--- src/verilog/alsi_cfg.svh ---
// constants for the axis limit and slow-down input block
// assumes a 40 MHz pclk and a byte-addressed apb bus
`ifndef ALSI_CFG_SVH
`define ALSI_CFG_SVH
// register byte offsets
`define ALSI_OFS_ENV1      8'h00
`define ALSI_OFS_ERR       8'h04
`define ALSI_OFS_MODE      8'h08
`define ALSI_OFS_SSTS      8'h0C
`define ALSI_OFS_XSTS      8'h10
// first environment register fields
`define ALSI_ENV1_ELM      3
`define ALSI_ENV1_SDM      4
`define ALSI_ENV1_SDLT     5
`define ALSI_ENV1_SDL      6
`define ALSI_ENV1_FTM_LO   20
`define ALSI_ENV1_FTM_HI   21
`define ALSI_ENV1_FLTR     26
// operation mode register fields
`define ALSI_MODE_MSDE     8
// error cause register fields
`define ALSI_ERR_PL        0
`define ALSI_ERR_ML        1
`define ALSI_ERR_SD        5
// status fields
`define ALSI_SSTS_PL       12
`define ALSI_SSTS_ML       13
`define ALSI_SSTS_LATCH    15
`define ALSI_XSTS_SD       14
// reset values
`define ALSI_RST_WORD      32'h0000_0000
// timing
`define ALSI_CLK_NS        25
`define ALSI_FT0_NS        3200
`define ALSI_FT1_NS        1600
`define ALSI_FT2_NS        800
`define ALSI_FT3_NS        400
`define ALSI_NOFLT_CYC     8'h02
// filter widths in cycles, least times rounded up to whole cycles
`define ALSI_FT0_CYC ((`ALSI_FT0_NS + `ALSI_CLK_NS - 1) / `ALSI_CLK_NS)
`define ALSI_FT1_CYC ((`ALSI_FT1_NS + `ALSI_CLK_NS - 1) / `ALSI_CLK_NS)
`define ALSI_FT2_CYC ((`ALSI_FT2_NS + `ALSI_CLK_NS - 1) / `ALSI_CLK_NS)
`define ALSI_FT3_CYC ((`ALSI_FT3_NS + `ALSI_CLK_NS - 1) / `ALSI_CLK_NS)
`endif

--- src/verilog/alsi_pkg.sv ---
// types shared by the axis limit and slow-down input block
// assumes alsi_cfg.svh for all numeric constants
package alsi_pkg;
    // axis motion state, one-hot
    typedef enum logic [2:0] {
        ALSI_IDLE  = 3'b001,
        ALSI_RUN   = 3'b010,
        ALSI_DSTOP = 3'b100
    } alsi_state_t;
    // speed pattern given with a start
    typedef enum logic [1:0] {
        ALSI_PAT_LOW   = 2'h0,
        ALSI_PAT_HIGH  = 2'h1,
        ALSI_PAT_ACCEL = 2'h2
    } alsi_pat_t;
    // filter state
    typedef struct packed {
        logic       s1;
        logic       s2;
        logic       lvl;
        logic [7:0] cnt;
    } alsi_flt_t;
    // top state; cause and err bits are {slowdown, negative, positive}
    typedef struct packed {
        logic [31:0] env;
        logic [31:0] mode;
        logic [2:0]  err;
        logic        pol1;
        logic        pol2;
        logic        latch;
        alsi_state_t st;
        alsi_pat_t   pat;
        logic [2:0]  cause;
        logic        dir;
        logic        running;
        logic        hs;
        logic        dstop;
        logic        imm_stop;
        logic        refused;
        logic        no_motion;
        logic        err_evt;
        logic        pready;
        logic        pslverr;
        logic [31:0] prdata;
    } alsi_regs_t;
endpackage

--- src/verilog/alsi_filter.sv ---
// two-stage synchroniser followed by a pulse-width noise filter
// assumes width_cyc is steady from pclk and at least one
`timescale 1ns/1ps
module alsi_filter
    import alsi_pkg::*;
(
    input  wire logic       pclk,
    input  wire logic       presetn,
    input  wire logic       ce,
    input  wire logic       pin_in,
    input  wire logic [7:0] width_cyc,
    output logic            level
);
    alsi_flt_t r;       // registered state
    alsi_flt_t next_r;  // next state

    // synchronise, then accept a new level only after width_cyc cycles
    always_comb begin
        next_r = r;
        next_r.s1 = pin_in;
        next_r.s2 = r.s1;
        if (r.s2 == r.lvl) begin
            next_r.cnt = 8'h00;
        end else if (r.cnt + 8'h01 >= width_cyc) begin
            next_r.lvl = r.s2;
            next_r.cnt = 8'h00;
        end else begin
            next_r.cnt = r.cnt + 8'h01;
        end
    end

    // register, frozen while ce is low
    always_ff @(posedge pclk or negedge presetn) begin
        if (!presetn) begin
            r <= '0;
        end else if (ce) begin
            r <= next_r;
        end
    end

    assign level = r.lvl;
endmodule

--- src/verilog/alsi_axis.sv ---
// axis end-limit and slow-down input handling with apb registers
// assumes motion controls on pclk; switch pins asynchronous
//
// Functional notes
// - limit in moving direction forces abnormal stop
// - env bit 3 picks immediate or decel stop
// - no start toward an active limit
// - polarity pin low means active-high limits
// - filter bit 26 enforces minimum width
// - unfiltered slow-down needs two cycles
// - sub-status bits 12,13 show active limits
// - limit stops set error bits 0,1
// - mode bit 8 enables slow-down function
// - decel mode: constant ignores, accel follows
// - start with slow-down active runs low
// - latched decel mode never reaccelerates
// - decel-stop: constant stops, accel may resume
// - latched decel-stop: constant pattern stops immediately
// - latched decel-stop keeps decelerating to stop
// - decel-stop start with slow-down completes motionless
// - slow-down stop sets bit 5, error event
// - latch clears at clean start or disable
// - env bits 6,4,5: polarity, stop, latch
// - latch in sub-status 15, input extension 14
//
// The placing of the registers and register access over APB were decided locally.
`timescale 1ns/1ps
`include "alsi_cfg.svh"
module alsi_axis
    import alsi_pkg::*;
(
    input  wire logic        pclk,
    input  wire logic        presetn,
    input  wire logic        ce,
    input  wire logic        psel,
    input  wire logic        penable,
    input  wire logic        pwrite,
    input  wire logic [7:0]  paddr,
    input  wire logic [31:0] pwdata,
    output logic [31:0]      prdata,
    output logic             pready,
    output logic             pslverr,
    input  wire logic        positive_limit_in,
    input  wire logic        negative_limit_in,
    input  wire logic        slowdown_in,
    input  wire logic        limit_polarity_in,
    input  wire logic        start_req,
    input  wire logic        start_dir,
    input  wire logic [1:0]  start_pattern,
    input  wire logic        low_speed_reached,
    input  wire logic        motion_done,
    output logic             axis_running,
    output logic             axis_dir,
    output logic             high_speed_req,
    output logic             decel_stop_active,
    output logic             immediate_stop,
    output logic             start_refused,
    output logic             start_no_motion,
    output logic             error_event
);

    alsi_regs_t  r;           // registered state
    alsi_regs_t  next_r;      // next state
    logic [7:0]  flt_width;   // width for all three filters
    logic        pel_flt;     // filtered positive limit pin
    logic        mel_flt;     // filtered negative limit pin
    logic        sd_flt;      // filtered slow-down pin
    logic        pos_act;     // positive limit active
    logic        neg_act;     // negative limit active
    logic        sd_act;      // slow-down input active
    logic        sd_eff;      // slow-down as seen by motion logic
    logic        msde;        // slow-down function enabled
    logic        sdm;         // slow-down stops instead of slowing
    logic        sdlt;        // slow-down latch enabled
    logic        lim_hit;     // limit active in moving direction
    logic        apb_setup;   // setup phase of a transfer
    logic        wr_en;       // completing write
    logic        addr_hit;    // address maps to a register
    logic [31:0] rd_val;      // read word for paddr
    logic [2:0]  err_set;     // error causes raised this cycle
    logic [2:0]  err_clr;     // error bits cleared by software

    // filter width select
    always_comb begin
        flt_width = `ALSI_NOFLT_CYC;
        if (r.env[`ALSI_ENV1_FLTR]) begin
            case (r.env[`ALSI_ENV1_FTM_HI:`ALSI_ENV1_FTM_LO])
                2'h0:    flt_width = 8'(`ALSI_FT0_CYC);
                2'h1:    flt_width = 8'(`ALSI_FT1_CYC);
                2'h2:    flt_width = 8'(`ALSI_FT2_CYC);
                default: flt_width = 8'(`ALSI_FT3_CYC);
            endcase
        end
    end

    // one synchroniser and filter per switch input
    alsi_filter u_pel (
        .pclk      (pclk),
        .presetn   (presetn),
        .ce        (ce),
        .pin_in    (positive_limit_in),
        .width_cyc (flt_width),
        .level     (pel_flt)
    );
    alsi_filter u_mel (
        .pclk      (pclk),
        .presetn   (presetn),
        .ce        (ce),
        .pin_in    (negative_limit_in),
        .width_cyc (flt_width),
        .level     (mel_flt)
    );
    alsi_filter u_sd (
        .pclk      (pclk),
        .presetn   (presetn),
        .ce        (ce),
        .pin_in    (slowdown_in),
        .width_cyc (flt_width),
        .level     (sd_flt)
    );

    // polarity after filtering, before stop logic
    assign pos_act = r.pol2 ? ~pel_flt : pel_flt;
    assign neg_act = r.pol2 ? ~mel_flt : mel_flt;
    assign sd_act  = r.env[`ALSI_ENV1_SDL] ? sd_flt : ~sd_flt;
    assign msde    = r.mode[`ALSI_MODE_MSDE];
    assign sdm     = r.env[`ALSI_ENV1_SDM];
    assign sdlt    = r.env[`ALSI_ENV1_SDLT];
    // latched mode reacts to the latch only
    assign sd_eff  = sdlt ? r.latch : sd_act;
    assign lim_hit = r.dir ? pos_act : neg_act;

    // apb decode
    assign apb_setup = psel & ~penable;
    assign wr_en     = psel & penable & r.pready & pwrite;

    // read mux with status words
    always_comb begin
        rd_val   = `ALSI_RST_WORD;
        addr_hit = 1'b1;
        case (paddr)
            `ALSI_OFS_ENV1: rd_val = r.env;
            `ALSI_OFS_ERR: begin
                rd_val[`ALSI_ERR_PL] = r.err[0];
                rd_val[`ALSI_ERR_ML] = r.err[1];
                rd_val[`ALSI_ERR_SD] = r.err[2];
            end
            `ALSI_OFS_MODE: rd_val = r.mode;
            `ALSI_OFS_SSTS: begin
                rd_val[`ALSI_SSTS_PL]    = pos_act;
                rd_val[`ALSI_SSTS_ML]    = neg_act;
                rd_val[`ALSI_SSTS_LATCH] = r.latch;
            end
            `ALSI_OFS_XSTS: rd_val[`ALSI_XSTS_SD] = sd_act;
            default:        addr_hit = 1'b0;
        endcase
    end

    // next state: registers, latch and axis motion
    always_comb begin
        next_r = r;
        err_set = 3'h0;
        err_clr = 3'h0;
        // polarity strap pin, two flops
        next_r.pol1 = limit_polarity_in;
        next_r.pol2 = r.pol1;
        // one-cycle pulses
        next_r.imm_stop  = 1'b0;
        next_r.refused   = 1'b0;
        next_r.no_motion = 1'b0;
        next_r.err_evt   = 1'b0;
        // apb: answer one cycle after setup
        next_r.pready  = apb_setup;
        next_r.pslverr = apb_setup & ~addr_hit;
        if (apb_setup) begin
            next_r.prdata = rd_val;
        end
        // register writes; error bits are write-one-to-clear
        if (wr_en) begin
            case (paddr)
                `ALSI_OFS_ENV1: next_r.env = pwdata;
                `ALSI_OFS_MODE: next_r.mode = pwdata;
                `ALSI_OFS_ERR: begin
                    err_clr = {pwdata[`ALSI_ERR_SD],
                               pwdata[`ALSI_ERR_ML],
                               pwdata[`ALSI_ERR_PL]};
                end
                default:        next_r.env = r.env;
            endcase
        end
        // slow-down latch: clears on disable or on clean start
        if (!sdlt) begin
            next_r.latch = 1'b0;
        end else if (start_req && r.st == ALSI_IDLE && !sd_act) begin
            next_r.latch = 1'b0;
        end else if (sd_act) begin
            next_r.latch = 1'b1;
        end
        // motion sequencing
        case (r.st)
            ALSI_IDLE: begin
                if (start_req) begin
                    if (start_dir ? pos_act : neg_act) begin
                        // start toward an active limit
                        next_r.refused = 1'b1;
                    end else if (msde && sdm && sd_act) begin
                        // ends at once with no motion
                        next_r.no_motion = 1'b1;
                    end else begin
                        next_r.st    = ALSI_RUN;
                        next_r.dir   = start_dir;
                        next_r.pat   = alsi_pat_t'(start_pattern);
                        next_r.cause = 3'h0;
                    end
                end
            end
            ALSI_RUN: begin
                if (lim_hit) begin
                    // abnormal stop on limit
                    if (r.env[`ALSI_ENV1_ELM]) begin
                        // decelerate past the limit
                        next_r.st    = ALSI_DSTOP;
                        next_r.cause = r.dir ? 3'h1 : 3'h2;
                    end else begin
                        next_r.st       = ALSI_IDLE;
                        next_r.imm_stop = 1'b1;
                        next_r.err_evt  = 1'b1;
                        err_set         = r.dir ? 3'h1 : 3'h2;
                    end
                end else if (motion_done) begin
                    next_r.st = ALSI_IDLE;
                end else if (msde && sdm && sd_eff) begin
                    if (r.pat != ALSI_PAT_ACCEL) begin
                        // constant pattern stops at once
                        next_r.st       = ALSI_IDLE;
                        next_r.imm_stop = 1'b1;
                        next_r.err_evt  = 1'b1;
                        err_set         = 3'h4;
                    end else begin
                        next_r.st    = ALSI_DSTOP;
                        next_r.cause = 3'h4;
                    end
                end
            end
            ALSI_DSTOP: begin
                if (lim_hit && r.cause == 3'h4) begin
                    // a limit overrides a slow-down cause
                    next_r.cause = r.dir ? 3'h1 : 3'h2;
                end else if (low_speed_reached || motion_done) begin
                    next_r.st      = ALSI_IDLE;
                    next_r.err_evt = 1'b1;
                    err_set        = r.cause;
                end else if (r.cause == 3'h4 && !sd_eff) begin
                    // unlatched input cleared, reaccelerate
                    next_r.st = ALSI_RUN;
                end
            end
            default: begin
                next_r.st = ALSI_IDLE;
            end
        endcase
        // a new cause beats a software clear in the same cycle
        next_r.err = (r.err & ~err_clr) | err_set;
        // registered motion outputs
        next_r.running = next_r.st != ALSI_IDLE;
        next_r.dstop   = next_r.st == ALSI_DSTOP;
        next_r.hs      = (next_r.st == ALSI_RUN) &&
                         ((next_r.pat == ALSI_PAT_HIGH) ||
                          (next_r.pat == ALSI_PAT_ACCEL && !(msde && sd_eff)));
    end

    // state register, frozen while ce is low
    always_ff @(posedge pclk or negedge presetn) begin
        if (!presetn) begin
            r       <= '0;
            r.st    <= ALSI_IDLE;
            r.pat   <= ALSI_PAT_LOW;
        end else if (ce) begin
            r <= next_r;
        end
    end

    // outputs straight from flops
    assign prdata            = r.prdata;
    assign pready            = r.pready;
    assign pslverr           = r.pslverr;
    assign axis_running      = r.running;
    assign axis_dir          = r.dir;
    assign high_speed_req    = r.hs;
    assign decel_stop_active = r.dstop;
    assign immediate_stop    = r.imm_stop;
    assign start_refused     = r.refused;
    assign start_no_motion   = r.no_motion;
    assign error_event       = r.err_evt;
endmodule

--- config.mk ---
export PLATFORM = sky130hd
export DESIGN_NAME = alsi_axis
export DESIGN_NICKNAME = d
export VERILOG_FILES = /design/src/verilog/alsi_pkg.sv /design/src/verilog/alsi_filter.sv /design/src/verilog/alsi_axis.sv
export VERILOG_INCLUDE_DIRS = /design/src /design/src/verilog
export SDC_FILE = /design/constraint.sdc
export NUM_CORES = 1
export LEC_CHECK = 0
export ABC_AREA = 1
export BUFFER_PORTS_ARGS = -buffer_cell sky130_fd_sc_hd__buf_2
export CAP_MARGIN = 20
export CORE_AREA = 2 2 127 129
export CTS_CLUSTER_SIZE = 20
export DETAILED_ROUTE_END_ITERATION = 10
export DIE_AREA = 0 0 129 131
export PLACE_DENSITY = 0.87
export SLEW_MARGIN = 20
export SYNTH_ARGS = -nofsm -noshare
export SYNTH_HDL_FRONTEND = slang
export SYNTH_HIERARCHICAL = 1
export SYNTH_SLANG_ARGS = --single-unit
--- constraint.sdc ---
create_clock -name pclk -period 2.7 [get_ports pclk]
set_clock_uncertainty 0.05 [all_clocks]
set_input_delay 0 -clock pclk [delete_from_list [all_inputs] [get_ports pclk]]
set_output_delay 0 -clock pclk [all_outputs]
set_load 0.02 [all_outputs]
==> results of run 1 <==
-- per-layer routing --
metal / GRT usage, % / wire, microns / up-vias
met1: 33.14 / 8728 / 3568
li1: - / - / 3515
met2: 43.42 / 10450 / 339
met4: 12.08 / 732 / 0
met3: 4.072 / 1334 / 69
met5: 0 / 0 / -
-- worst max-delay path by stage --
stage                                       from                       to  slack, ns  depth (start not counted)
after global routing                    paddr[2]      pslverr$_DFFE_PN0P_       0.13                         10
after global placement    u_pel/r[0]$_DFFE_PN0P_  u_pel/level$_DFFE_PN0P_       0.63                         13
final                                   paddr[2]      pslverr$_DFFE_PN0P_       0.21                         10
after detailed placement   u_sd/r[0]$_DFFE_PN0P_   u_sd/level$_DFFE_PN0P_       0.52                         13
after CTS                               paddr[2]      pslverr$_DFFE_PN0P_       0.23                         10
after floorplan           u_pel/r[0]$_DFFE_PN0P_  u_pel/level$_DFFE_PN0P_       0.72                         14
-- metrics by stage --
stage               cells  worst slack, ns  hold slack, ns  cell area, sq um  utilization, %
floorplan            1054           0.7154         -0.3456              8473               -
global placement     1308           0.6270        -0.03928              8822           56.56
detailed placement   1308           0.5172        -0.03544              8822           56.56
CTS                  1388           0.2339         0.01096              9985           64.01
global route         1388           0.1329         0.04624              9985           64.01
finish               1388           0.2061         0.03651              9985           64.01
-- critical path, stage by stage --
cell and delay [ns]:
dlygate4sd3_1 0.53, buf_2 0.14, inv_1 0.10, nand3_1 0.15
nor3b_1 0.48, nor3_1 0.11, nand3_1 0.10, dlygate4sd3_1 0.55
nand2_1 0.04, dlygate4sd3_1 0.55
-- synthesized netlist by cell type (7+ instances only) --
cell / instances / area share, %
nand2_1: 348 / 15
o21ai_2: 30 / 3.1
nor2_1: 54 / 2.4
o21ai_1: 35 / 2.1
nor2_4: 8 / 1.1
buf_6: 10 / 1.3
clkbuf_1: 10 / 0.44
ha_1: 27 / 4.0
inv_1: 109 / 4.8
dfrtp_1: 152 / 45
nand3_1: 35 / 2.1
o21ai_0: 17 / 1.0
inv_2: 13 / 0.58
nand2_2: 12 / 0.89
a21oi_1: 57 / 3.4
nand4_1: 30 / 2.2
buf_2: 7 / 0.41
buf_4: 38 / 3.4
-- flip-flops by register name, indices dropped and copies added, names as in the netlist --
signal and count:
u_sd/next_r 1, immediate_stop 1, pslverr 1, prdata 32
u_pel/level 1, msde 1, start_refused 1, pready 1
high_speed_req 1, u_mel/r 9, u_sd/level 1, next_r 1
u_sd/r 9, error_event 1, r 76, u_mel/level 1
u_pel/r 9, decel_stop_active 1, axis_running 1, axis_dir 1
u_mel/next_r 1, start_no_motion 1, u_pel/next_r 1
-- cells by family after synthesis --
| family | count (synthesis) | synth area share, % |
|---|---|---|
| compound gates | 145 | 10.14 |
| buf+inv | 187 | 11.00 |
| fa+ha+maj | 27 | 4.001 |
| flops | 153 | 45.36 |
| xor+xnor | 15 | 1.823 |
| simple gates | 518 | 27.64 |
| other cells | 1 | 0.04441 |
-- layout make-up --
class / instances / share of cell area (%)
clock inverter: 14 / 2.431
inverter: 122 / 4.586
multi-input combinational: 714 / 37.21
timing repair buffer: 151 / 10.31
tap: 216 / 2.707
clock buffer: 18 / 4.398
sequential: 153 / 38.36
-- power breakdown --
part / leakage (uW) / total [uW] / switching, uW / internal [uW]
Clock: 0.000323 / 2750 / 989 / 1760
Combinational: 0.00287 / 1420 / 916 / 501
Sequential: 0.00205 / 2730 / 232 / 2500
==> impl_metrics.tcl, run 1 <==
set metrics [dict create \
    synth_area_sq_um 8443 \
    postSynth.asyncResetShare_pct 100.0 \
    cts_inserted_buffers 17 \
    globalRouteOverflowTotal 0 \
    cts.clk_slew.worst_paths_ns 0.06 \
    die_x_microns 129 \
    rsz0062_at_grt "false" \
    wl_per_cell_microns 15.31 \
    netlist_instances 1046 \
    fin_nets 1242 \
    worst-setup-path-type "input port to flop" \
    cts_resized 0 \
    hold_path_startpoint "ce" \
    drc 0 \
    core_region_area_sq_um 15600 \
    num_antenna_cells 0 \
    grt.total_usage_pct 25.85 \
    ant_nets 0 \
    hold_end "r[47]$_DFFE_PN1P_" \
    multi_input_area_sq_um 3715 \
    areaGrowthSynthToFinish_pct 18.26 \
    yosys_most_used_dff "dfrtp_1" \
    initial_core_util_pct 54.13 \
    cp-start-kind "input port" \
    cp.required_ns 2.96 \
    slew_violations 0 \
    synth_area_per_cell_sq_um 8.072 \
    grt_pass1_vias 7150 \
    finalCritPeriodShare_pct 92.37 \
    nFillCells 1229 \
    die_height_microns 131 \
    route.detailed.vias_per_inst 5.397 \
    ys_types 37 \
    final_common_cell "nand2_1" \
    leakage_uw 0.005240 \
    hold_depth 4 \
    synth-warning-count 6 \
    r2r-end "u_sd/level$_DFFE_PN0P_" \
    antenna_found_initial 0 \
    power_uw 6902 \
    cts_tree "yes" \
    r2r_slack_ns 0.42 \
    status "completed" \
    tightest_slew_ns 0.9230 \
    setup_viol 0 \
    grt_max_degree 65 \
    cts_num_sinks 153 \
    dp_hpwl_microns 13070 \
    finalHoldViolCount 0 \
    seq_area_frac_synth_pct 45.36 \
    clockRootBuffer "clkbuf_16" \
    setup_tns_ns 0 \
    htreeDepth 4 \
    cp_max_fo 3 \
    clockBufferDepth 2 \
    crit_arrival_ns 2.76 \
    power.density_nw_per_um2 691.3 \
    finalCriticalPeriod_ns 2.494 \
    relSlewSlack_pct 38.46 \
    dieArea_sq_um 16900 \
    postCtsSetupBuffers 0 \
    synth_seq_cells 153 \
    ir_worst_vdd_mv 0.4745 \
    route.vias.total 7491 \
    reg2reg_depth 12 \
    maxCapViolations 0 \
    critPathCaptureType "flop" \
    hold_class "input port to flop" \
    clkLatencyLatePin_ns 0.43 \
    register_area_sq_um 3830 \
    drt_iter0_drc 654 \
    port_buffers 97 \
    layout-drive-gt1-share_pct 18.77 \
    rr_startpoint "u_sd/r[0]$_DFFE_PN0P_" \
    fmax_mhz 401.0 \
    routed_wl_microns 21240 \
    ios 98 \
    layout_common_cells "nand2_1, dfrtp_1, inv_1" \
    gp_congestion 0.9190 \
    drtPass1Iterations 7 \
    grt_pass1_wl_microns 34270 \
    synth-edff-count 0 \
    cts_hold_buffers 48 \
    row_count 46 \
]
Note: power is estimated with default switching activity, not from simulation.
==> inputs of run 2 (changes only) <==
CORE_AREA = 2 2 147 113   (was 2 2 127 129)
DIE_AREA = 0 0 149 115   (was 0 0 129 131)
==> impl_metrics.tcl, run 2 (synthesis results as in run 1) <==
set metrics [dict create \
    critPathCaptureType "flop" \
    cpMostUsedCell "nand2_1" \
    finalCritPeriodShare_pct 84.70 \
    finalCriticalPeriod_ns 2.287 \
    clockBufferDepth 2 \
    route.detailed.vias_per_inst 5.230 \
    initial_core_util_pct 53.73 \
    cp-start-kind "flop" \
    r2r_slack_ns 0.41 \
    rsz0062_at_grt "false" \
    gp_congestion 0.8955 \
    areaGrowthSynthToFinish_pct 17.19 \
    finalHoldViolCount 0 \
    r2r-end "u_sd/level$_DFFE_PN0P_" \
    hold_depth 6 \
    startpoint "u_sd/r[0]$_DFFE_PN0P_" \
    drtPass1Iterations 5 \
    core_region_area_sq_um 15720 \
    htreeDepth 4 \
    holdWs_ns 0.02470 \
    pre_cts_ws_ns 0.5249 \
    die_height_microns 115 \
    relSlewSlack_pct 42.42 \
    grt_pass1_vias 6921 \
    die_x_microns 149 \
    reg2reg_depth 12 \
    leakage_uw 0.005199 \
    drt_iter0_drc 603 \
    crit_arrival_ns 2.54 \
    cts_num_sinks 153 \
    seqPwrFrac_pct 41.3 \
    port_buffers 97 \
    cp.required_ns 2.96 \
    fin_nets 1241 \
    crit_end "u_sd/level$_DFFE_PN0P_" \
    rr_startpoint "u_sd/r[0]$_DFFE_PN0P_" \
    grt_max_degree 84 \
    antenna_found_initial 0 \
    cpLargestDelayFamily "simple AND/OR/NAND/NOR gates" \
    setup_tns_ns 0 \
    power.density_nw_per_um2 665.3 \
    ios 98 \
    fmax_mhz 437.3 \
    slowest_stage "dfrtp_1" \
    postCtsSetupBuffers 0 \
    layout-drive-gt1-share_pct 18.87 \
    route.vias.total 7222 \
    num_antenna_cells 0 \
    cp.depth 12 \
    grt_pass1_wl_microns 33020 \
    dpl-instance-area_sq_um 8822 \
    ant_nets 0 \
    dp_hpwl_microns 12800 \
    maxCapViolations 0 \
    cts_inserted_buffers 17 \
    crit_buf_inv 0 \
    setup_viol 0 \
    worst-setup-path-type "flop to flop" \
    slew_violations 0 \
    routed_wl_microns 19800 \
    largest_reg_flops 76 \
    globalRouteOverflowTotal 0 \
    drc 0 \
    cp_max_fo 9 \
    crit_chain "ha_1, nand2_1, nor2_1, nand2_1, nand2_1, nand2_1, ha_1, nand2_1, o21a_1, nand2_1, nand3_1, nand2_1" \
    switching_share_pct 32.64 \
    cts_resized 0 \
    status "completed" \
    dieArea_sq_um 17140 \
    layout_common_cells "nand2_1, dfrtp_1, inv_1" \
    tightest_slew_ns 0.8637 \
    clkLatencyLatePin_ns 0.42 \
    power_frac_clock_pct 37.3 \
    cts.clk_slew.worst_paths_ns 0.07 \
    wl_per_cell_microns 14.33 \
    max_stage_delay_ns 0.46 \
    clockRootBuffer "clkbuf_16" \
    setup_slack_ns 0.4130 \
    ir_worst_vdd_mv 0.5088 \
    final_common_cell "nand2_1" \
    grt.total_usage_pct 24.16 \
    fin_area_sq_um 9894 \
    cts_tree "yes" \
    internal_power_uw 4434 \
    hold_class "input port to flop" \
    row_count 40 \
    switchingPower_uw 2149 \
    top_register "r" \
    p_comb_share_pct 21.3 \
]
==> run 2: changes by cell type in the layout (fill, tap and decap cells not counted), sizes merged <==
cell | previous run | this run
bufinv | 6 | 2
clkbuf | 18 | 19
dlygate4sd3 | 48 | 46
clkinv | 3 | 1
clkinvlp | 3 | 4
buf | 103 | 104
inv | 124 | 128
==> run 2: per-layer routing <==
layer | track usage (%) | part of all wire, %
met1 | 33.30 | 45
met2 | 39.63 | 48
met3 | 4.127 | 5.6
met4 | 7.429 | 1.6
met5 | 0 | 0
==> run 2: timing repair <==
action	4_1_cts	5_1_grt
hold buffers	46	0
endpoints found under the hold margin	163	0
setup endpoints to repair	0	0
==> run 2: worst min path at each step <==
stage	start	endpoint	slack [ns]
6_report	motion_done	axis_running$_DFFE_PN0P_	0.02
2_1_floorplan	presetn	axis_dir$_DFFE_PN0P_	-0.35
4_1_cts	motion_done	axis_running$_DFFE_PN0P_	0.005
3_3_place_gp	presetn	prdata[29]$_DFFE_PN0P_	0.05
5_1_grt	motion_done	axis_running$_DFFE_PN0P_	0.05
3_5_place_dp	presetn	prdata[29]$_DFFE_PN0P_	0.04
==> run 2: area by class of cell <==
cell class	instances	area [sq um]
repair buffers	150	1017
flip-flops and latches	153	3830
inverters	122	457.9
fillers	1299	5821
well taps	210	262.8
multi-input cells	714	3715
clock inverters	13	158.9
clock buffers	19	452.9
==> run 2: power by group through the flow <==
stage	combinational [uW]	clock [uW]	sequential, uW
finish	1400	2460	2720
floorplan	994	0	2730
global placement	1280	0	2740
detailed placement	1320	0	2750
CTS	1390	2470	2720
global route	1590	2590	2750
==> run 2: per-stage QoR <==
stage / cells / total power, uW / util, %
after floorplan: 1054 / 3729 / -
after global placement: 1303 / 4022 / 56.14
after detailed placement: 1303 / 4076 / 56.14
after CTS: 1381 / 6585 / 62.96
after global routing: 1381 / 6930 / 62.96
final: 1381 / 6583 / 62.96
==> run 2: tightest hold or removal path: cells and delay by family <==
kind	cells	cell delay (ns)
buffers and inverters	2	0.16
and+or+nand+nor	4	0.29
